--- config.mk ---
export PLATFORM = sky130hd
export DESIGN_NAME = host_bridge_pci_status_reg
export DESIGN_NICKNAME = d
export VERILOG_FILES = /design/src/hdl/pci_status_pkg.sv /design/src/hdl/host_bridge_pci_status_reg.sv /design/src/hdl/w1c_flag.sv
export SDC_FILE = /design/constraint.sdc
export NUM_CORES = 1
export LEC_CHECK = 0
export BUFFER_PORTS_ARGS = -buffer_cell sky130_fd_sc_hd__buf_2
export CAP_MARGIN = 20
export CORE_UTILIZATION = 25
export CTS_CLUSTER_DIAMETER = 40
export DETAILED_ROUTE_END_ITERATION = 8
export GPL_ROUTABILITY_DRIVEN = 0
export PLACE_DENSITY_LB_ADDON = 0.25
export SETUP_SLACK_MARGIN = 0.1
export SLEW_MARGIN = 20
export SYNTH_ARGS = -nofsm -noshare
export SYNTH_HDL_FRONTEND = slang
export SYNTH_SLANG_ARGS = --single-unit
--- constraint.sdc ---
create_clock -name clk_sys_i -period 0.8 [get_ports clk_sys_i]
set_input_delay 0.08 -clock clk_sys_i [delete_from_list [all_inputs] [get_ports clk_sys_i]]
set_output_delay 0.08 -clock clk_sys_i [all_outputs]
set_load 0.01 [all_outputs]
--- src/hdl/pci_status_pkg.sv ---
// Package for the host bridge status register block.
// Assumes configuration cycles use byte addresses of configuration space.
package pci_status_pkg;

   // Configuration space layout
   localparam logic [7:0] PCI_STATUS_OFFSET = 8'h06;
   localparam logic [7:0] CAPABILITY_POINTER_OFFSET = 8'h34;
   localparam logic [15:0] PCI_STATUS_RESET = 16'h0090;

   // Field positions
   localparam int DETECTED_PARITY_BIT = 15;
   localparam int SYSTEM_ERROR_BIT = 14;
   localparam int UNSUPPORTED_REQ_BIT = 13;
   localparam int COMPLETER_ABORT_BIT = 12;
   localparam int TARGET_ABORT_BIT = 11;
   localparam int SELECT_TIMING_HI = 10;
   localparam int SELECT_TIMING_LO = 9;
   localparam int MASTER_PARITY_BIT = 8;
   localparam int FAST_B2B_BIT = 7;
   localparam int CAP_LIST_BIT = 4;

   // Hard-wired field values
   localparam logic [1:0] SELECT_TIMING_FAST = 2'h0;
   localparam logic FAST_B2B_VALUE = 1'b1;
   localparam logic CAP_LIST_VALUE = 1'b1;

   // Error-command bit that routes completer aborts to system error
   localparam int ERROR_COMMAND_REG_CA_SERR_BIT = 6;

   // Configuration access
   typedef struct packed {
      logic rd;
      logic wr;
      logic [7:0] addr;
      logic [1:0] be;
      logic [15:0] wdata;
   } cfg_req_s;

   // Hub link events, same clock domain
   typedef struct packed {
      logic dev0_error;
      logic unsupported_cpl;
      logic completer_abort_cpl;
   } link_event_s;

   // State of one write-one-to-clear flag
   typedef struct packed {
      logic flag;
   } flag_state_s;

   // State of the register block
   typedef struct packed {
      logic [15:0] rdata;
      logic rvalid;
      logic serr_msg;
   } status_state_s;

endpackage

--- src/hdl/host_bridge_pci_status_reg.sv ---
// Status register of host bridge device 0 with hub link error tracking.
// Assumes configuration cycles and hub link events share clk_sys_i.
`timescale 1ns/1ps
module host_bridge_pci_status_reg
   import pci_status_pkg::*;
(
   // Clock and reset
   input wire logic clk_sys_i,
   input wire logic rst_i,
   // Configuration access
   input wire cfg_req_s cfg_i,
   output logic [15:0] cfg_rdata_o,
   output logic cfg_rvalid_o,
   // Enables from command and error-command registers
   input wire logic system_error_enable_i,
   input wire logic [7:0] error_command_reg_i,
   // Hub link events
   input wire link_event_s link_i,
   // Hub link system-error message request
   output logic serr_msg_o
);

   status_state_s state;
   status_state_s next_state;
   logic sse_flag;
   logic urr_flag;
   logic car_flag;
   logic status_hit;
   logic clr_upper;

   // Compose the status word from flags and constants
   function automatic logic [15:0] status_word(input logic signalled_system_error_flag,
                                               input logic urr,
                                               input logic car);
      logic [15:0] w;
      w = '0;
      w[DETECTED_PARITY_BIT] = 1'b0;
      w[SYSTEM_ERROR_BIT] = signalled_system_error_flag;
      w[UNSUPPORTED_REQ_BIT] = urr;
      w[COMPLETER_ABORT_BIT] = car;
      w[TARGET_ABORT_BIT] = 1'b0;
      w[SELECT_TIMING_HI:SELECT_TIMING_LO] = SELECT_TIMING_FAST;
      w[MASTER_PARITY_BIT] = 1'b0;
      w[FAST_B2B_BIT] = FAST_B2B_VALUE;
      w[CAP_LIST_BIT] = CAP_LIST_VALUE;
      return w;
   endfunction

   assign status_hit = (cfg_i.addr == PCI_STATUS_OFFSET);
   // Flags sit in the upper byte
   assign clr_upper = cfg_i.wr && status_hit && cfg_i.be[1];

   // Sticky flags
   w1c_flag u_sse
   (
      .clk_sys_i(clk_sys_i),
      .rst_i(rst_i),
      .set_i(state.serr_msg),
      .clr_i(clr_upper && cfg_i.wdata[SYSTEM_ERROR_BIT]),
      .flag_o(sse_flag)
   );

   w1c_flag u_urr
   (
      .clk_sys_i(clk_sys_i),
      .rst_i(rst_i),
      .set_i(link_i.unsupported_cpl),
      .clr_i(clr_upper && cfg_i.wdata[UNSUPPORTED_REQ_BIT]),
      .flag_o(urr_flag)
   );

   w1c_flag u_car
   (
      .clk_sys_i(clk_sys_i),
      .rst_i(rst_i),
      .set_i(link_i.completer_abort_cpl),
      .clr_i(clr_upper && cfg_i.wdata[COMPLETER_ABORT_BIT]),
      .flag_o(car_flag)
   );

   always_comb
   begin
      next_state = state;
      next_state.rvalid = cfg_i.rd;
      if (cfg_i.rd)
      begin
         if (status_hit)
         begin
            next_state.rdata = status_word(sse_flag, urr_flag, car_flag);
         end
         else
         begin
            next_state.rdata = '0;
         end
      end
      // Message gated by command enable
      next_state.serr_msg = system_error_enable_i &&
         (link_i.dev0_error ||
          (link_i.completer_abort_cpl &&
           error_command_reg_i[ERROR_COMMAND_REG_CA_SERR_BIT]));
   end

   always_ff @(posedge clk_sys_i or posedge rst_i)
   begin
      if (rst_i)
      begin
         state <= '0;
      end
      else
      begin
         state <= next_state;
      end
   end

   assign cfg_rdata_o = state.rdata;
   assign cfg_rvalid_o = state.rvalid;
   assign serr_msg_o = state.serr_msg;
endmodule

--- src/hdl/w1c_flag.sv ---
// One sticky write-one-to-clear status flag.
// Assumes set and clear come from logic on the same clock.
`timescale 1ns/1ps
module w1c_flag
   import pci_status_pkg::*;
(
   // Clock and reset
   input wire logic clk_sys_i,
   input wire logic rst_i,
   // Control
   input wire logic set_i,
   input wire logic clr_i,
   // State
   output logic flag_o
);

   flag_state_s state;
   flag_state_s next_state;

   // Set wins over a clear in the same cycle
   always_comb
   begin
      next_state = state;
      if (set_i)
      begin
         next_state.flag = 1'b1;
      end
      else if (clr_i)
      begin
         next_state.flag = 1'b0;
      end
   end

   always_ff @(posedge clk_sys_i or posedge rst_i)
   begin
      if (rst_i)
      begin
         state <= '0;
      end
      else
      begin
         state <= next_state;
      end
   end

   assign flag_o = state.flag;

endmodule

* After elaboration in Yosys (flattened, before gate mapping)
Cells that the tools add are included.
** Operators by class
- Reduce and logical (&&, ||, !) cells :: 11
- Equality and inequality tests :: 1
- Multiplexer cells :: 7
** Operator list (count)
- 15-bit two-way mux :: 1
- 8-bit by 3-bit == test with 1-bit output, second input constant :: 1
- 1-bit logical AND :: 7
- 1-bit two-way mux :: 6
- 2-bit nonzero test :: 3
- 1-bit logical OR :: 1
** Storage, ports and cells
- Bits of input ports :: 42
- Bits in registers :: 21

* Longest topological paths before layout
- Depth in word-level cells :: 6
- Mapped depth :: 3
- Mapped depth without buffers :: 2

* Hierarchy
A second synthesis with hierarchy kept.
** Second synthesis, totals
- Cell total of the unflattened synthesis :: 58
- Area total of the unflattened synthesis :: 576.8 um^2
** By module, submodules not included
- host_bridge_pci_status_reg :: cells an instance 46, area an instance 456.7 um^2, instances 1
- w1c_flag :: cells an instance 4, area an instance 40.0 um^2, instances 3

* Worst setup path after synthesis
OpenSTA, ideal clock, no wires.
- Path type :: input to register
- Start point :: in cfg_i[23] (netlist name)
- End point :: reg u_car.state, in the netlist u_car.flag_o
- Path buffers :: 1
- Arrival :: 1.065 ns
- Cell stages on the path :: 3
- Library setup time :: 0.126 ns
- Setup slack :: -0.391 ns
- Data required time :: 0.674 ns
- Path through :: or4b_1 -> clkbuf_2 -> o32a_1
** Between the ends
- Longest elaborated chain between the ends :: 5
** RTL lines
- from (decl) :: line host_bridge_pci_status_reg.sv:11 : input wire cfg_req_s cfg_i,
- 8-bit by 3-bit == test with 1-bit output :: line host_bridge_pci_status_reg.sv:49 : assign status_hit = (cfg_i.addr == PCI_STATUS_OFFSET);
- 1-bit logical AND (2 in a row) :: line host_bridge_pci_status_reg.sv:51 : assign clr_upper = cfg_i.wr && status_hit && cfg_i.be[1];
- 1-bit logical AND :: line host_bridge_pci_status_reg.sv:77 : .clr_i(clr_upper && cfg_i.wdata[COMPLETER_ABORT_BIT]),
- 2-bit nonzero test (no line)
- to (signal assigned) :: line w1c_flag.sv:42 : state <= next_state;
- to (decl) :: line w1c_flag.sv:17 : flag_state_s state;
No other way between the ends.
A chain may end at the register's enable or synchronous reset.

* Worst setup path after layout
- Start point :: reg state (netlist bit serr_msg_o)
- End point :: reg u_sse.state, in the netlist u_sse.flag_o
** Between the ends
- Longest elaborated chain between the ends :: 1
** RTL lines
- from (decl) :: line host_bridge_pci_status_reg.sv:23 : status_state_s state;
- from (signal assigned) :: line host_bridge_pci_status_reg.sv:111 : state <= next_state;
- 1-bit two-way mux / 2-bit nonzero test (equally long branches)
- to (signal assigned) :: line w1c_flag.sv:42
- to (decl) :: line w1c_flag.sv:17
Several ways; a longest one is shown, not always the timed one.

==> results.py <==
metrics = {
    "place": {
        "hpwl_um": 707,
        "io_buffers": 27,
    },
    "sta": {
        "fin_skew_ps": 3.891,
        "slew_violations": 0,
        "fin_crit_ps": 1019,
        "setup_viol": 14,
        "finalHoldViolCount": 0,
        "rsz0062_at_grt": "yes",
        "fmax_mhz": 980.9,
        "timing.hold.ws_ps": 18.32,
        "period_share": 1.274,
        "finalWorstSetupSlack_ps": -219.5,
    },
    "layout": {
        "final_common_cell": "buf_2",
        "antenna_cells": 0,
        "final_cell_mix": "24 x buf_2, 11 x conb_1, 9 x dfrtp_1",
        "drive_gt1_frac": 0.4750,
        "fin_nets": 123,
        "area_growth_pct": 41.84,
    },
    "power": {
        "peakVddDrop_mv": 0.8591,
        "power.switching_uw": 249.7,
        "pwr-share-comb": 0.156,
        "power.share.sequential": 0.474,
        "p_clk_frac": 0.371,
        "power_density_nw_per_um2": 1409,
        "total_leakage_power_uw": 0.0003528,
        "swShare": 0.2547,
        "p_total_uw": 980.5,
        "internal_power_uw": 730.8,
    },
    "clock_network": {
        "clock_latency_ps": 260,
        "cts_buffer_depth": 2,
        "path_clk_slew_ps": 60,
        "cts_tree": "built",
        "numCtsBuffers": 3,
        "cts_max_level": 1,
        "cts.sinks": 9,
        "cts_root_buf": "clkbuf_4",
    },
    "critical_path": {
        "crit_arrival_ps": 1170,
        "crit_path_end_kind": "flop",
        "crit_required_ps": 950,
        "start_kind": "flop",
        "crit_type": "flop to flop",
        "rr_startpoint": "serr_msg_o",
        "startpoint": "serr_msg_o",
        "crit_fanout": 2,
    },
    "synth": {
        "synth_fa_ha_area_frac": 0,
        "yosysWarnings": 0,
        "synth_top_family_by_area": "buffers and inverters",
        "synthSimpleGateAreaFrac": 0.1429,
        "yosysUniqueCellTypes": 16,
        "netlist_instances": 48,
        "synth-seq-area-share": 0.4592,
        "synth_xor_area_frac": 0,
        "yosys-mux-area-fraction": 0,
        "synth_compound_area_frac": 0.1403,
        "synth_area_um2": 490.5,
        "ys_ff_latch": 9,
        "syn_area_per_cell_um2": 10.22,
    },
    "floorplan": {
        "core_area_um2": 1783,
        "die_w_um": 46.30,
        "die_area_um2": 2143,
        "ios": 60,
        "rows": 15,
        "start_util": 0.2751,
        "die_h_um": 46.30,
    },
    "hold_path": {
        "min-delay-start": "cfg_i[27]",
        "hp-class": "input pin to flop",
    },
    "route": {
        "drt_pass1_iterations": 4,
        "vias_per_cell": 4.162,
        "ant_nets": 0,
        "drc": 0,
        "drtIter0Drc": 3,
        "num_vias": 437,
        "routedWlPerCell_um": 9.086,
        "finalWirelength_um": 954,
    },
    "run_status": {
        "outcome": "complete, but fails checks",
        "violations": "setup timing",
    },
    "flow_run": {
        "max_cap_viol_count": 0,
    },
    "global_routing": {
        "grt-ovfl-total": 0,
        "grt_antenna_before_repair": 0,
        "grt_max_degree": 10,
        "grt_pass1_wl_um": 1566,
        "grtUsageTotal": 0.1094,
        "grt_pass1_vias": 367,
    },
}
==> worst max-delay path, cell delays in order, from the launching register on <==
cell	delay [ps]
dfrtp_1	380
nand4b_1	180
o32a_1	340
==> final cells by class <==
cell class	count	area (µm²)
clock buffer	4	26.28
inverter	5	18.77
sequential	9	225.2
fill	197	1087
timing repair buffer	33	201.4
tap	25	31.28
multi-input combinational	29	192.7
==> what timing repair did <==
action | CTS | global route
pin swaps | 1 | 4
resized for setup | 1 | 4
buffers inserted | 1 | 1
endpoints found under the hold margin | 9 | 0
endpoints found under the setup margin | 14 | 14
hold buffers | 1 | 0
==> kinds of logic after synthesis <==
group	after synthesis
AOI/OAI and AO/OA	8
DFF	9
and+or+nand+nor	10
buffers and inverters	20
other	1
==> flip-flops by register name, indices dropped and copies added, names as in the netlist <==
name	cells
cfg_rvalid_o	1
u_sse.flag_o	1
serr_msg_o	1
u_car.flag_o	1
u_urr.flag_o	1
cfg_rdata_o	4
==> cell usage after synthesis <==
| master | count | area (µm²) |
|---|---|---|
| buf_4 | 12 | 90.09 |
| dfrtp_1 | 9 | 225.2 |
| inv_1 | 5 | 18.77 |
| nand2_1 | 3 | 11.26 |
| nand4b_1 | 3 | 26.28 |
| o32a_1 | 3 | 30.03 |
| o32ai_1 | 3 | 26.28 |
| or4b_1 | 2 | 20.02 |
| a21oi_1 | 1 | 5.000 |
| buf_2 | 1 | 5.000 |
| clkbuf_1 | 1 | 3.750 |
| clkbuf_2 | 1 | 5.000 |
| conb_1 | 1 | 3.750 |
| nand2b_1 | 1 | 6.260 |
| nor2b_1 | 1 | 6.260 |
| o31ai_1 | 1 | 7.510 |
==> stage by stage <==
stage            util  instances  setup TNS (ps)  setup WS [ps]  area, µm²
2_1_floorplan       -         58           -2123         -365.3      538.0
3_3_place_gp   0.3460         98           -3123         -489.1      616.8
3_5_place_dp   0.3460         98           -3178         -502.2      616.8
4_1_cts        0.3740        104           -1793         -222.7      666.9
5_1_grt        0.3902        105           -1843         -250.6      695.7
6_report       0.3902        105           -1339         -219.5      695.7
==> layer usage <==
layer	share of wire	track usage
met5	0	0
met3	0.11	0.05882
met4	0	0.03529
met2	0.43	0.1577
met1	0.46	0.1384
==> power groups by stage <==
stage / sequential [µW] / clock [µW] / combinational [µW]
floorplan: 477 / 0 / 101
detailed placement: 473 / 0 / 136
global placement: 473 / 0 / 136
global route: 465 / 402 / 172
finish: 464 / 363 / 153
CTS: 464 / 381 / 147
==> worst paths after layout <==
path | to | slack (ps) | cells past startpoint
hold / removal | cfg_rvalid_o | 20 | 1
setup / recovery | u_sse.flag_o | -220 | 2
hold reg to reg | u_car.flag_o | 510 | 1
max in group asynchronous | cfg_rdata_o[7] | 230 | 3
setup reg to reg | u_sse.flag_o | -220 | 2
min in group asynchronous | u_sse.flag_o | 310 | 3
Note: power is estimated with default switching activity, not from simulation.
